--- config.mk ---
export PLATFORM = sky130hd
export DESIGN_NAME = fast_counter_compare_pulse_unit
export DESIGN_NICKNAME = d
export VERILOG_FILES = /design/src/fast_counter_pkg.sv /design/src/pulse_gen_channel.sv /design/src/fast_counter_compare_pulse_unit.sv
export SDC_FILE = /design/constraint.sdc
export NUM_CORES = 1
export LEC_CHECK = 0
export BUFFER_PORTS_ARGS = -buffer_cell sky130_fd_sc_hd__buf_2
export CAP_MARGIN = 20
export CORE_MARGIN = 2
export CORE_UTILIZATION = 40
export DETAILED_ROUTE_END_ITERATION = 12
export GPL_TIMING_DRIVEN = 0
export PLACE_DENSITY = 0.61
export RECOVER_POWER = 25
export SYNTH_ARGS = -nofsm -noshare
export SYNTH_HDL_FRONTEND = slang
export SYNTH_HIERARCHICAL = 1
export SYNTH_SLANG_ARGS = --single-unit
--- constraint.sdc ---
create_clock -name sys_clk -period 4.8 [get_ports sys_clk]
set_clock_uncertainty 0.2 [all_clocks]
set_input_delay 0.96 -clock sys_clk [delete_from_list [all_inputs] [get_ports sys_clk]]
set_output_delay 0.96 -clock sys_clk [all_outputs]
set_load 0.1 [all_outputs]
--- src/fast_counter_pkg.sv ---
// Functional notes
// - set-compare match drives output on immediately
// - set/clear compare only on count steps, never otherwise
// - set-compare match may raise vector interrupt
// - inhibit flag suppresses all counter interrupts
// - clear-compare match clears output immediately
// - clear-compare on counter resets that counter
// - zone outputs one-hot: below, inside, above
// - zone outputs evaluated when compare enabled
// - density meter counts edges per window
// - frequency limited per 16 or 32 bit form
// - pulse count zero means endless pulses
// - frequency change applies while running
// - pulse count latched only at enable
// - disable stops generator, output low
// - half duty, timing independent of scan
// - done flag set after programmed pulses
// - two independent generators, two outputs
package fast_counter_pkg;
	localparam int CNT_W = 32;
	localparam int WIN_W = 16;
	localparam int VEC_W = 3;
	localparam int ZONE_N = 3;
	localparam int ZONE_BELOW = 0;
	localparam int ZONE_INSIDE = 1;
	localparam int ZONE_ABOVE = 2;
	localparam logic [VEC_W-1:0] VEC_FIRST = 3'h1;
	localparam logic [VEC_W-1:0] VEC_LAST = 3'h6;
	localparam int CLK_PERIOD_NS = 25;
	localparam int CLK_HZ = 40000000;
	localparam int WINDOW_UNIT_NS = 1000000;
	localparam int MS_CYCLES = (WINDOW_UNIT_NS + CLK_PERIOD_NS - 1) / CLK_PERIOD_NS;
	localparam int ACC_W = 27;
	localparam logic [ACC_W-1:0] ACC_WRAP = ACC_W'(CLK_HZ);
	localparam logic [CNT_W-1:0] FREQ_MIN = 32'h1;
	localparam logic [CNT_W-1:0] FREQ_MAX16 = 32'h7fff;
	localparam logic [CNT_W-1:0] FREQ_MAX32 = 32'h186a0;
	typedef enum logic [2:0] {
		PG_IDLE = 3'b001,
		PG_RUN = 3'b010,
		PG_DONE = 3'b100
	} pgState_t;
endpackage : fast_counter_pkg

--- src/pulse_gen_channel.sv ---
`timescale 1ns/1ps
`default_nettype none
module pulse_gen_channel (
	input wire logic sys_clk,
	input wire logic sys_rst,
	input wire logic enable,
	input wire logic wideMode,
	input wire logic [fast_counter_pkg::CNT_W-1:0] freq,
	input wire logic [fast_counter_pkg::CNT_W-1:0] count,
	output logic pulseOut,
	output logic active,
	output logic done
);
	import fast_counter_pkg::*;
	pgState_t state_q;
	logic enPrev_q;
	logic [CNT_W-1:0] target_q;
	logic [CNT_W-1:0] emitted_q;
	logic [ACC_W-1:0] acc_q;
	logic [CNT_W-1:0] fClamp;
	logic [ACC_W-1:0] step;
	logic [ACC_W-1:0] accSum;
	logic toggle;
	logic start;
	logic lastPulse;

	// clamp frequency to the legal range of the chosen form
	always_comb begin
		fClamp = freq;
		if (freq < FREQ_MIN)
			fClamp = FREQ_MIN;
		else if (!wideMode && freq > FREQ_MAX16)
			fClamp = FREQ_MAX16;
		else if (wideMode && freq > FREQ_MAX32)
			fClamp = FREQ_MAX32;
	end

	// two toggles per period keep duty at one half
	assign step = ACC_W'({fClamp, 1'b0});
	assign accSum = acc_q + step;
	assign toggle = (state_q == PG_RUN) && (accSum >= ACC_WRAP);
	assign start = enable && !enPrev_q;
	assign lastPulse = (target_q != '0) && (emitted_q + 32'h1 == target_q);

	always_ff @(posedge sys_clk or posedge sys_rst) begin
		if (sys_rst)
			enPrev_q <= 1'b0;
		else
			enPrev_q <= enable;
	end

	always_ff @(posedge sys_clk or posedge sys_rst) begin
		if (sys_rst) begin
			state_q <= PG_IDLE;
			target_q <= '0;
			emitted_q <= '0;
			acc_q <= '0;
			pulseOut <= 1'b0;
		end else if (!enable) begin
			state_q <= PG_IDLE;
			pulseOut <= 1'b0;
		end else if (start) begin
			state_q <= PG_RUN;
			target_q <= count;
			emitted_q <= '0;
			acc_q <= '0;
			pulseOut <= 1'b0;
		end else if (state_q == PG_RUN) begin
			acc_q <= toggle ? accSum - ACC_WRAP : accSum;
			if (toggle) begin
				pulseOut <= !pulseOut;
				if (pulseOut) begin
					emitted_q <= emitted_q + 32'h1;
					if (lastPulse)
						state_q <= PG_DONE;
				end
			end
		end
	end

	always_ff @(posedge sys_clk or posedge sys_rst) begin
		if (sys_rst)
			active <= 1'b0;
		else if (!enable || state_q != PG_RUN || (toggle && pulseOut && lastPulse))
			active <= 1'b0;
		else if (toggle && !pulseOut)
			active <= 1'b1;
	end

	always_ff @(posedge sys_clk or posedge sys_rst) begin
		if (sys_rst)
			done <= 1'b0;
		else if (start || !enable)
			done <= 1'b0;
		else if (toggle && pulseOut && lastPulse)
			done <= 1'b1;
	end

	disable_low_a: assert property (@(posedge sys_clk) disable iff (sys_rst)
		!enable |=> !pulseOut) else $error("output high after disable");
	done_idle_a: assert property (@(posedge sys_clk) disable iff (sys_rst)
		done |-> !active && !pulseOut) else $error("generator still active after done");
	endless_run_a: assert property (@(posedge sys_clk) disable iff (sys_rst)
		(state_q == PG_RUN && target_q == '0 && enable) |=> state_q == PG_RUN)
		else $error("endless run stopped");
endmodule : pulse_gen_channel
`default_nettype wire

--- src/fast_counter_compare_pulse_unit.sv ---
`timescale 1ns/1ps
`default_nettype none
module fast_counter_compare_pulse_unit #(
	parameter int MS_CYCLES_P = fast_counter_pkg::MS_CYCLES
) (
	input wire logic sys_clk,
	input wire logic sys_rst,
	input wire logic [fast_counter_pkg::CNT_W-1:0] cntValue,
	input wire logic cntStep,
	input wire logic setEnable,
	input wire logic [fast_counter_pkg::CNT_W-1:0] setValue,
	input wire logic setToIrq,
	input wire logic [fast_counter_pkg::VEC_W-1:0] setIrqVector,
	input wire logic irqInhibit,
	input wire logic clrEnable,
	input wire logic [fast_counter_pkg::CNT_W-1:0] clrValue,
	input wire logic clrToCounter,
	input wire logic zoneEnable,
	input wire logic [fast_counter_pkg::CNT_W-1:0] zoneLow,
	input wire logic [fast_counter_pkg::CNT_W-1:0] zoneHigh,
	input wire logic densityIn,
	input wire logic densityEnable,
	input wire logic [fast_counter_pkg::WIN_W-1:0] densityWindowMs,
	input wire logic pgEnable0,
	input wire logic pgWide0,
	input wire logic [fast_counter_pkg::CNT_W-1:0] pgFreq0,
	input wire logic [fast_counter_pkg::CNT_W-1:0] pgCount0,
	input wire logic pgEnable1,
	input wire logic pgWide1,
	input wire logic [fast_counter_pkg::CNT_W-1:0] pgFreq1,
	input wire logic [fast_counter_pkg::CNT_W-1:0] pgCount1,
	output logic compareOut,
	output logic irqReq,
	output logic [fast_counter_pkg::VEC_W-1:0] irqVector,
	output logic cntClear,
	output logic [fast_counter_pkg::ZONE_N-1:0] zoneOut,
	output logic [fast_counter_pkg::CNT_W-1:0] densityResult,
	output logic [fast_counter_pkg::CNT_W-1:0] densityRunCount,
	output logic [fast_counter_pkg::WIN_W-1:0] densityRemainMs,
	output logic pulseOut0,
	output logic pulseOut1,
	output logic ch0Active,
	output logic ch1Active,
	output logic pulseDone
);
	import fast_counter_pkg::*;

	localparam logic [WIN_W-1:0] MS_LAST = WIN_W'(MS_CYCLES_P - 1);

	logic setMatch;
	logic clrMatch;
	logic vecLegal;
	logic zoneEnPrev_q;
	logic zoneStart;
	logic zoneEval;
	logic [ZONE_N-1:0] zoneNext;

	// comparisons see only values reached by a count step
	assign setMatch = cntStep && setEnable && (cntValue == setValue);
	assign clrMatch = cntStep && clrEnable && (cntValue == clrValue);
	assign vecLegal = (setIrqVector >= VEC_FIRST) && (setIrqVector <= VEC_LAST);

	// output contact: set match drives, clear match releases
	always_ff @(posedge sys_clk or posedge sys_rst) begin
		if (sys_rst)
			compareOut <= 1'b0;
		else if (setMatch && !setToIrq)
			compareOut <= 1'b1;
		else if (clrMatch && !clrToCounter)
			compareOut <= 1'b0;
	end

	// interrupt request pulse carries the vector index
	always_ff @(posedge sys_clk or posedge sys_rst) begin
		if (sys_rst) begin
			irqReq <= 1'b0;
			irqVector <= '0;
		end else begin
			irqReq <= setMatch && setToIrq && vecLegal && !irqInhibit;
			if (setMatch && setToIrq && vecLegal)
				irqVector <= setIrqVector;
		end
	end

	// counter self-reset leaves the contact untouched
	always_ff @(posedge sys_clk or posedge sys_rst) begin
		if (sys_rst)
			cntClear <= 1'b0;
		else
			cntClear <= clrMatch && clrToCounter;
	end

	assign zoneStart = zoneEnable && !zoneEnPrev_q;
	assign zoneEval = zoneStart || (zoneEnable && cntStep);

	always_comb begin
		zoneNext = '0;
		if (cntValue < zoneLow)
			zoneNext[ZONE_BELOW] = 1'b1;
		else if (cntValue > zoneHigh)
			zoneNext[ZONE_ABOVE] = 1'b1;
		else
			zoneNext[ZONE_INSIDE] = 1'b1;
	end

	always_ff @(posedge sys_clk or posedge sys_rst) begin
		if (sys_rst)
			zoneEnPrev_q <= 1'b0;
		else
			zoneEnPrev_q <= zoneEnable;
	end

	always_ff @(posedge sys_clk or posedge sys_rst) begin
		if (sys_rst)
			zoneOut <= '0;
		else if (!zoneEnable)
			zoneOut <= '0;
		else if (zoneEval)
			zoneOut <= zoneNext;
	end

	// density input arrives from a field pin
	logic densSync1_q;
	logic densSync2_q;
	logic densPrev_q;
	logic densEdge;
	logic densEnPrev_q;
	logic densStart;
	logic [WIN_W-1:0] msDiv_q;
	logic msTick;
	logic [WIN_W-1:0] winLen;

	always_ff @(posedge sys_clk or posedge sys_rst) begin
		if (sys_rst) begin
			densSync1_q <= 1'b0;
			densSync2_q <= 1'b0;
			densPrev_q <= 1'b0;
		end else begin
			densSync1_q <= densityIn;
			densSync2_q <= densSync1_q;
			densPrev_q <= densSync2_q;
		end
	end

	assign densEdge = densSync2_q && !densPrev_q;
	assign densStart = densityEnable && !densEnPrev_q;
	assign winLen = (densityWindowMs == '0) ? 16'h0001 : densityWindowMs;

	always_ff @(posedge sys_clk or posedge sys_rst) begin
		if (sys_rst)
			densEnPrev_q <= 1'b0;
		else
			densEnPrev_q <= densityEnable;
	end

	// millisecond enable from a divider restarted with the meter
	always_ff @(posedge sys_clk or posedge sys_rst) begin
		if (sys_rst)
			msDiv_q <= '0;
		else if (!densityEnable || densStart || msTick)
			msDiv_q <= '0;
		else
			msDiv_q <= msDiv_q + 16'h0001;
	end

	assign msTick = densityEnable && !densStart && (msDiv_q == MS_LAST);

	always_ff @(posedge sys_clk or posedge sys_rst) begin
		if (sys_rst) begin
			densityRunCount <= '0;
			densityRemainMs <= '0;
			densityResult <= '0;
		end else if (!densityEnable) begin
			densityRunCount <= '0;
			densityRemainMs <= '0;
		end else if (densStart) begin
			densityRunCount <= '0;
			densityRemainMs <= winLen;
		end else if (msTick && densityRemainMs <= 16'h0001) begin
			densityResult <= densityRunCount + {31'h0, densEdge};
			densityRunCount <= '0;
			densityRemainMs <= winLen;
		end else begin
			if (densEdge)
				densityRunCount <= densityRunCount + 32'h1;
			if (msTick)
				densityRemainMs <= densityRemainMs - 16'h0001;
		end
	end

	// two independent generators, one per dedicated output
	logic [1:0] pgEn;
	logic [1:0] pgWide;
	logic [CNT_W-1:0] pgFreq [2];
	logic [CNT_W-1:0] pgCount [2];
	logic [1:0] pgOut;
	logic [1:0] pgActive;
	logic [1:0] pgDone;

	assign pgEn = {pgEnable1, pgEnable0};
	assign pgWide = {pgWide1, pgWide0};
	assign pgFreq[0] = pgFreq0;
	assign pgFreq[1] = pgFreq1;
	assign pgCount[0] = pgCount0;
	assign pgCount[1] = pgCount1;

	for (genvar ch = 0; ch < 2; ch++) begin : gChannel
		pulse_gen_channel uGen (
			.sys_clk(sys_clk),
			.sys_rst(sys_rst),
			.enable(pgEn[ch]),
			.wideMode(pgWide[ch]),
			.freq(pgFreq[ch]),
			.count(pgCount[ch]),
			.pulseOut(pgOut[ch]),
			.active(pgActive[ch]),
			.done(pgDone[ch])
		);
	end

	assign pulseOut0 = pgOut[0];
	assign pulseOut1 = pgOut[1];
	assign ch0Active = pgActive[0];
	assign ch1Active = pgActive[1];

	always_ff @(posedge sys_clk or posedge sys_rst) begin
		if (sys_rst)
			pulseDone <= 1'b0;
		else
			pulseDone <= |pgDone;
	end

	// helper: length of the last channel-0 high phase and of the low phase after it
	logic [CNT_W-1:0] highLen_q;
	logic [CNT_W-1:0] lowLen_q;

	always_ff @(posedge sys_clk or posedge sys_rst) begin
		if (sys_rst) begin
			highLen_q <= '0;
			lowLen_q <= '0;
		end else if (!pgEnable0) begin
			highLen_q <= '0;
			lowLen_q <= '0;
		end else if (pgOut[0]) begin
			// a new high phase restarts its count; low count cleared
			highLen_q <= (lowLen_q != '0) ? 32'h1 : highLen_q + 32'h1;
			lowLen_q <= '0;
		end else begin
			// high count is kept through the low phase for the duty check
			lowLen_q <= lowLen_q + 32'h1;
		end
	end

	set_match_a: assert property (@(posedge sys_clk) disable iff (sys_rst)
		(setMatch && !setToIrq) |=> compareOut) else $error("set match missed");
	no_step_hold_a: assert property (@(posedge sys_clk) disable iff (sys_rst)
		!cntStep |=> $stable(compareOut) && !irqReq && !cntClear)
		else $error("compare changed without count step");
	irq_inhibit_a: assert property (@(posedge sys_clk) disable iff (sys_rst)
		$past(irqInhibit) |-> !irqReq) else $error("interrupt while inhibited");
	irq_raise_a: assert property (@(posedge sys_clk) disable iff (sys_rst)
		(setMatch && setToIrq && vecLegal && !irqInhibit) |=> irqReq && irqVector == $past(setIrqVector))
		else $error("interrupt request missing");
	clr_match_a: assert property (@(posedge sys_clk) disable iff (sys_rst)
		(clrMatch && !clrToCounter && !setMatch) |=> !compareOut)
		else $error("clear match missed");
	self_reset_a: assert property (@(posedge sys_clk) disable iff (sys_rst)
		(clrMatch && clrToCounter && !(setMatch && !setToIrq))
		|=> cntClear && compareOut == $past(compareOut))
		else $error("counter reset wrong");
	irq_bad_vec_a: assert property (@(posedge sys_clk) disable iff (sys_rst)
		(setMatch && setToIrq && !vecLegal) |=> !irqReq)
		else $error("interrupt on illegal vector");
	zone_off_a: assert property (@(posedge sys_clk) disable iff (sys_rst)
		!zoneEnable |=> zoneOut == '0)
		else $error("zone outputs set while disabled");
	zone_onehot_a: assert property (@(posedge sys_clk) disable iff (sys_rst)
		zoneEnable && zoneEnPrev_q |-> $onehot(zoneOut)) else $error("zone outputs not one-hot");
	zone_first_a: assert property (@(posedge sys_clk) disable iff (sys_rst)
		zoneStart |=> zoneOut == $past(zoneNext)) else $error("zone not set on enable");
	dens_store_a: assert property (@(posedge sys_clk) disable iff (sys_rst)
		(densityEnable && !densStart && msTick && densityRemainMs == 16'h0001)
		|=> densityRunCount == '0 && densityRemainMs == $past(winLen))
		else $error("density window not restarted");
	dens_off_a: assert property (@(posedge sys_clk) disable iff (sys_rst)
		!densityEnable |=> densityRunCount == '0 && densityRemainMs == '0)
		else $error("density meter runs while disabled");
	done_flag_a: assert property (@(posedge sys_clk) disable iff (sys_rst)
		(|pgDone) |=> pulseDone)
		else $error("pulse done flag missing");
	half_duty_a: assert property (@(posedge sys_clk) disable iff (sys_rst)
		(pgEnable0 && $rose(pgOut[0]) && highLen_q > 32'h1 && lowLen_q > 32'h1)
		|-> (highLen_q >= lowLen_q - 32'h1) && (highLen_q <= lowLen_q + 32'h1))
		else $error("duty not one half");
endmodule : fast_counter_compare_pulse_unit
`default_nettype wire

; ---- Yosys cells after proc, flatten, opt, wreduce, memory -nomap -nowiden
; Index checks and enable logic that the tools add are counted.
[word_totals]
reg_bits = 307
output_inout_bits = 94
wordCells = 226
ram_bits = 0
romBits = 0
latchBits = 0
n_memories = 0
in_bits = 322
[op_classes]
n_lt_le_gt_ge = 13
reduce_logical = 85
bitwise_logic = 1
addsub = 10
n_mux = 66
n_shift = 0
n_eq_ne = 20
div = 0
mul = 0
[ops]
columns = op, n
row1 = 2-to-1 mux 32 bit, 12
row2 = 2-to-1 mux 27 bit, 6
row3 = 2-to-1 mux 26 bit, 6
row4 = equality test 32 bit, 4
row5 = "adder 32 x 1 -> 32 bit, second input constant", 3
row6 = 2-to-1 mux 16 bit, 6
row7 = "> comparator 32 x 15 -> 1 bit, second input constant", 2
row8 = "> comparator 32 x 17 -> 1 bit, second input constant", 2
row9 = "less-than comparator 32 x 1 -> 1 bit, second input constant", 2
row10 = nonzero test 32 bit, 2
row11 = adder 27 bit, 2
row12 = ">= comparator 27 x 26 -> 1 bit, second input constant", 2
row13 = "subtractor 27 x 26 -> 27 bit, second input constant", 2
row14 = 2-to-1 mux 3 bit, 14
row15 = logical AND 1 bit, 34
row16 = adder 32 x 1 -> 32 bit, 1
row17 = > comparator 32 bit, 1
row18 = less-than comparator 32 bit, 1
row19 = "inequality test 3 x 1 -> 1 bit, second input constant", 8
row20 = nonzero test 2 bit, 11
row21 = 2-to-1 mux 1 bit, 21
row22 = "adder 16 x 1 -> 16 bit, second input constant", 1
row23 = "equality test 16 bit, second input constant", 1
row24 = "<= comparator 16 x 1 -> 1 bit, second input constant", 1
row25 = other kinds (16), 50

; ---- Longest topological paths before layout
[logic_depth]
word_depth = 12
ltp_mapped = 26

; ---- By module
; The synthesis kept the hierarchy.
[by_module_without_submodules]
columns = module, cells_each, seq_area_each_um2, area_per_inst_um2, instances
row1 = fast_counter_compare_pulse_unit, 935, 2777.7, 8008.9, 1
row2 = pulse_gen_channel (gChannel[1].uGen), 923, 2428.6, 7911.3, 1
row3 = pulse_gen_channel (gChannel[0].uGen), 897, 2428.6, 7743.7, 1

; ---- Least setup slack after synthesis
; OpenSTA, ideal clock, no wires.
[synth_timing]
kind = input to register
from = input pgFreq0[0] (netlist name)
to = register gChannel[0].uGen.acc_q[23]
required_ns = 4.474
t_arrival_ns = 5.507
setup_slack_ns = -1.033
cell_stages = 23
setup_time_ns = 0.126
cell_sequence = nor3_1 > nand2_1 > a21o_1 > a21oi_1 > o21ai_0 > and3_1 > o21ai_0 > nand2_1 > or2_2 > fa_1 > nand2b_1 > a211oi_2 > nor3_1 > or3b_1 > clkbuf_1 > o41ai_1 > a31oi_1 > o221ai_2 > a221o_1 > buf_2 > buf_2 > o21ai_0 > a221o_1
[synth_via]
elab_chain_cells = 11
word_cells_on_any_way = 15
classes_between = 2 x add/sub / 4 x order compare / 6 x mux / 3 x reduce/logical
[synth_rtl]
columns = item, line
row1 = start: declaration, fast_counter_compare_pulse_unit.sv:26  ; input wire logic [fast_counter_pkg::CNT_W-1:0] pgFreq0,
row2 = > comparator 32 x 17 -> 1 bit, pulse_gen_channel.sv:34  ; else if (wideMode && freq > FREQ_MAX32)
row3 = logical AND 1 bit, pulse_gen_channel.sv:34
row4 = 2-to-1 mux 26 bit, pulse_gen_channel.sv:34
row5 = 2-to-1 mux 26 bit, pulse_gen_channel.sv:32  ; else if (!wideMode && freq > FREQ_MAX16)
row6 = 2-to-1 mux 26 bit *, pulse_gen_channel.sv:30  ; if (freq < FREQ_MIN)
row7 = adder 27 bit *, pulse_gen_channel.sv:40  ; assign accSum = acc_q + step;
row8 = >= comparator 27 x 26 -> 1 bit, pulse_gen_channel.sv:41  ; assign toggle = (state_q == PG_RUN) && (accSum >= ACC_WRAP);
row9 = logical AND 1 bit, pulse_gen_channel.sv:41
row10 = 2-to-1 mux 27 bit *, pulse_gen_channel.sv:69  ; acc_q <= toggle ? accSum - ACC_WRAP : accSum;
row11 = 2-to-1 mux 27 bit *, pulse_gen_channel.sv:68  ; end else if (state_q == PG_RUN) begin
row12 = 2-to-1 mux 27 bit *, pulse_gen_channel.sv:62  ; end else if (start) begin
row13 = end signal: assignment, pulse_gen_channel.sv:69
row14 = end: declaration, pulse_gen_channel.sv:19  ; logic [ACC_W-1:0] acc_q;
; Mark *: on every way between the ends. The rest lies on a longest branch, timed or not. The select of a mux whose other input is x is not followed.
; A chain may end at the register's enable or synchronous reset.

; ---- Worst setup path in the final report
[layout_timing]
from = input pgFreq1[1] (netlist name)
to = register gChannel[1].uGen.acc_q[15]
[layout_via]
elab_chain_cells = 11
word_cells_on_any_way = 15
classes_between = 2 x add/sub / 4 x order compare / 6 x mux / 3 x reduce/logical
[layout_rtl]
columns = item, line
row1 = start: declaration, fast_counter_compare_pulse_unit.sv:30  ; input wire logic [fast_counter_pkg::CNT_W-1:0] pgFreq1,
row2 = > comparator 32 x 17 -> 1 bit, pulse_gen_channel.sv:34
row3 = logical AND 1 bit, pulse_gen_channel.sv:34
row4 = 2-to-1 mux 26 bit, pulse_gen_channel.sv:34
row5 = 2-to-1 mux 26 bit, pulse_gen_channel.sv:32
row6 = 2-to-1 mux 26 bit *, pulse_gen_channel.sv:30
row7 = adder 27 bit *, pulse_gen_channel.sv:40
row8 = >= comparator 27 x 26 -> 1 bit, pulse_gen_channel.sv:41
row9 = logical AND 1 bit, pulse_gen_channel.sv:41
row10 = 2-to-1 mux 27 bit *, pulse_gen_channel.sv:69
row11 = 2-to-1 mux 27 bit *, pulse_gen_channel.sv:68
row12 = 2-to-1 mux 27 bit *, pulse_gen_channel.sv:62
row13 = end signal: assignment, pulse_gen_channel.sv:69
row14 = end: declaration, pulse_gen_channel.sv:19
; Marks and branches as above.

==> flow_metrics.env <==
export IMPL_drtIter0Drc=1586
export IMPL_synth_seq_cells=305
export IMPL_worstSetupEndpointType="register"
export IMPL_syn_inst=2755
export IMPL_ant_nets=0
export IMPL_overflow=0
export IMPL_worst_slew_pin_slew_ns=2.48
export IMPL_final_util_pct=54.0
export IMPL_port_buffers=415
export IMPL_synth_most_common_cell="dfrtp_1"
export IMPL_die_x_um=247
export IMPL_drc=0
export IMPL_p_int_w=0.00580
export IMPL_first_pass_iters=5
export IMPL_drive_gt1_share_pct=31.7
export IMPL_clock_sinks=305
export IMPL_maxCapViolCount=4
export IMPL_pin_count=416
export IMPL_grt_pass1_vias=23555
export IMPL_syn2layout_area_growth_pct=34.2
export IMPL_grt_setup_unrepaired="yes"
export IMPL_gp_congestion=0.984
export IMPL_cp_required_ns=5.04
export IMPL_startpoint_type="primary input"
export IMPL_cts_tree="done"
export IMPL_grt_usage_pct=27.3
export IMPL_numCtsBuffers=38
export IMPL_antenna_found_initial=15
export IMPL_peakVddDrop_v=0.000232
export IMPL_hold_path_class="register to register"
export IMPL_htree_num_levels=2
export IMPL_dp_cells=3960
export IMPL_final_area_sq_um=31800
export IMPL_tns_ns=-57.76
export IMPL_arrival_ns=5.76
export IMPL_dpl_instance_area_sq_um=27400
export IMPL_row_count=89
export IMPL_grt_max_degree=63
export IMPL_seqCellArea_sq_um=7630
export IMPL_slew_viol_final=195
export IMPL_synthTopCellsByCount="303 x dfrtp_1, 255 x nand2_1, 215 x nor2_1"
export IMPL_routed_wl_um=86800
export IMPL_worstSetupStartpoint="pgFreq1[1]"
export IMPL_holdBufCountCts=0
export IMPL_seq_power_share_pct=32.9
export IMPL_p_total_w=0.00871
export IMPL_wl_per_cell_um=20.8
export IMPL_finalCritPeriodShare_pct=115
export IMPL_relSlewSlack_pct=-66.6
export IMPL_p_switching_w=0.00291
export IMPL_fin_nets=3804
export IMPL_setup_viol=109
export IMPL_rr_startpoint="gChannel[1].uGen/emitted_q[0]"
export IMPL_critPathKind="primary input to register"
export IMPL_seq_area_frac_synth_pct=32.3
export IMPL_synth_edf_count=0
export IMPL_worst_slack_ns=-0.717
export IMPL_ys_types=114
export IMPL_failed_checks="max-capacitance violations, max-slew violations, negative setup slack"
export IMPL_hold_viol=0
export IMPL_synth_area_leaders="dfrtp_1 32%, ha_1 6.5%, xnor2_1 6.5%"
export IMPL_power_density_nw_per_um2=274
export IMPL_postSynthAreaPerCell_sq_um=8.59
export IMPL_fmax_ghz=0.181
export IMPL_fin_cells=4168
export IMPL_routed_via_density=5.79
export IMPL_clockPowerShare_pct=35.0
export IMPL_num_vias=24122
export IMPL_yosys_area_top_type="dfrtp_1"
export IMPL_multi_input_area_sq_um=16800
export IMPL_async_flop_share_pct=100
export IMPL_critPathMaxFanout=7
export IMPL_clk_latency_ns=0.57
export IMPL_core_sq_um=58800
export IMPL_swShare_pct=33.4
export IMPL_min_delay_start="densSync1_q"
export IMPL_period_needed_ns=5.52
export IMPL_clk_pin_slew_ns=0.06
export IMPL_combinationalPowerShare_pct=32.2
export IMPL_fillers=5402
export IMPL_grt_pass1_wl_um=132000
export IMPL_status="complete, but fails checks"
export IMPL_cts_path_max_buffers=3
export IMPL_cts_root_buffer="clkbuf_16"
export IMPL_syn_area_sq_um=23700
export IMPL_p_leak_nw=14.1
export IMPL_hpwl_um=64600
export IMPL_ys_flop_type="dfrtp_1"
export IMPL_die_area_sq_um=61100
export IMPL_yosys_warnings=6
export IMPL_initial_core_util_pct=40.2
export IMPL_yosys_area_top_type_share_pct=32.0
export IMPL_die_h_um=247
[flip-flops by register name, summed over array words and instances, names as in the netlist, 3 cells and up]
register / cells
densityResult: 32
zoneOut: 3
gChannel.uGen/state_q: 6
gChannel.uGen/acc_q: 52
densityRemainMs: 16
densityRunCount: 32
irqVector: 3
msDiv_q: 16
gChannel.uGen/emitted_q: 64
gChannel.uGen/target_q: 64
[placed cells by master (no fill, tap or decap), drive strengths merged, types with 11 or more instances in the layout]
| cell type | count |
|---|---|
| buf | 598 |
| dfrtp | 303 |
| nand2 | 256 |
| nor2 | 216 |
| o21ai | 180 |
| xnor2 | 175 |
| clkbuf | 134 |
| inv | 128 |
| ha | 123 |
| a21oi | 120 |
| nand3 | 112 |
| xor2 | 100 |
| nand4 | 80 |
| nor3 | 68 |
| mux2 | 67 |
| nor4 | 56 |
| a31oi | 56 |
| and2 | 47 |
| and3 | 46 |
| or3 | 32 |
| a21o | 30 |
| o211ai | 28 |
| and4 | 26 |
| nand2b | 21 |
| or2 | 20 |
| mux2i | 19 |
| o21a | 19 |
| a211o | 17 |
| o31ai | 17 |
| a211oi | 17 |
| conb | 16 |
| nor2b | 16 |
| a22o | 15 |
| or4 | 14 |
| o211a | 13 |
| o221ai | 13 |
| a221o | 11 |
| o311ai | 11 |
[power groups by stage]
stage / Combinational, W / Sequential, W / Clock [W]
floorplan: 0.00137 / 0.00294 / 0
global placement: 0.00203 / 0.00290 / 0
detailed placement: 0.00208 / 0.00290 / 0
CTS: 0.00254 / 0.00286 / 0.00313
global route: 0.00299 / 0.00288 / 0.00325
finish: 0.00280 / 0.00286 / 0.00304
[through the flow]
stage	hold WS [ns]	setup WS, ns
2_1_floorplan	0.131	-0.513
3_3_place_gp	0.140	-1.57
3_5_place_dp	0.140	-1.61
4_1_cts	0.153	-0.545
5_1_grt	0.167	-0.850
6_report	0.151	-0.717
[cells by family (layout without fill, tap and decap cells)]
family	count (synthesis)	count (layout)	synth area share, %
xor+xnor	276	276	10.3
flops	305	305	32.3
mux	86	86	3.99
buf+inv	264	879	4.94
fa+ha+maj	125	125	6.67
simple gates	1045	1046	22.9
other cells	2	26	0.0317
compound gates	652	652	18.9
[layer usage]
metal  wire length, um  vias to the layer above  GRT usage [%]
met3              5450                      178           5.18
li1                  -                    11268              -
met4              2420                        8           8.03
met1             36900                    11879           35.6
met2             41900                      789           45.9
met5                40                        -              0
[cell type report]
class / instances / area share [%]
Clock buffer: 50 / 3.45
Antenna cell: 10 / 0.0788
Timing Repair Buffer: 558 / 11.5
Buffer: 125 / 2.59
Sequential cell: 305 / 24.0
Inverter: 128 / 1.55
Multi-Input combinational cell: 2201 / 53.0
Tap cell: 773 / 3.05
Clock inverter: 18 / 0.725
[path summary, 6_finish.rpt]
check,to,slack [ns],cells after the start
hold reg to reg,densSync2_q,0.15,0
hold / removal,densSync2_q,0.15,0
max in group asynchronous,densityRunCount[19],1.10,3
setup / recovery,gChannel[1].uGen/acc_q[15],-0.72,22
setup reg to reg,gChannel[1].uGen/state_q[1],0.18,12
min in group asynchronous,gChannel[1].uGen/acc_q[16],0.71,2
[critical path: stages]
cell	delay, ns
buf_6	0.09
or4_4	0.54
nor3_4	0.17
nand3_2	0.10
nand3_2	0.10
a21boi_4	0.07
buf_4	0.14
or3_1	0.39
ha_4	0.34
and4_4	0.31
and3_4	0.22
a21boi_4	0.17
buf_4	0.17
buf_4	0.12
nor3_2	0.04
a311oi_4	0.40
o21bai_1	0.18
and4bb_1	0.31
a22oi_2	0.10
buf_6	0.20
or3_4	0.37
a32o_1	0.26
[what timing repair did]
action,in CTS,in global routing
setup endpoints to repair,110,110
cloned,12,4
hold endpoints to repair,0,0
pin swaps,100,89
setup buffers,79,50
resized for setup,229,160
Power figures use the tool's default switching activity.
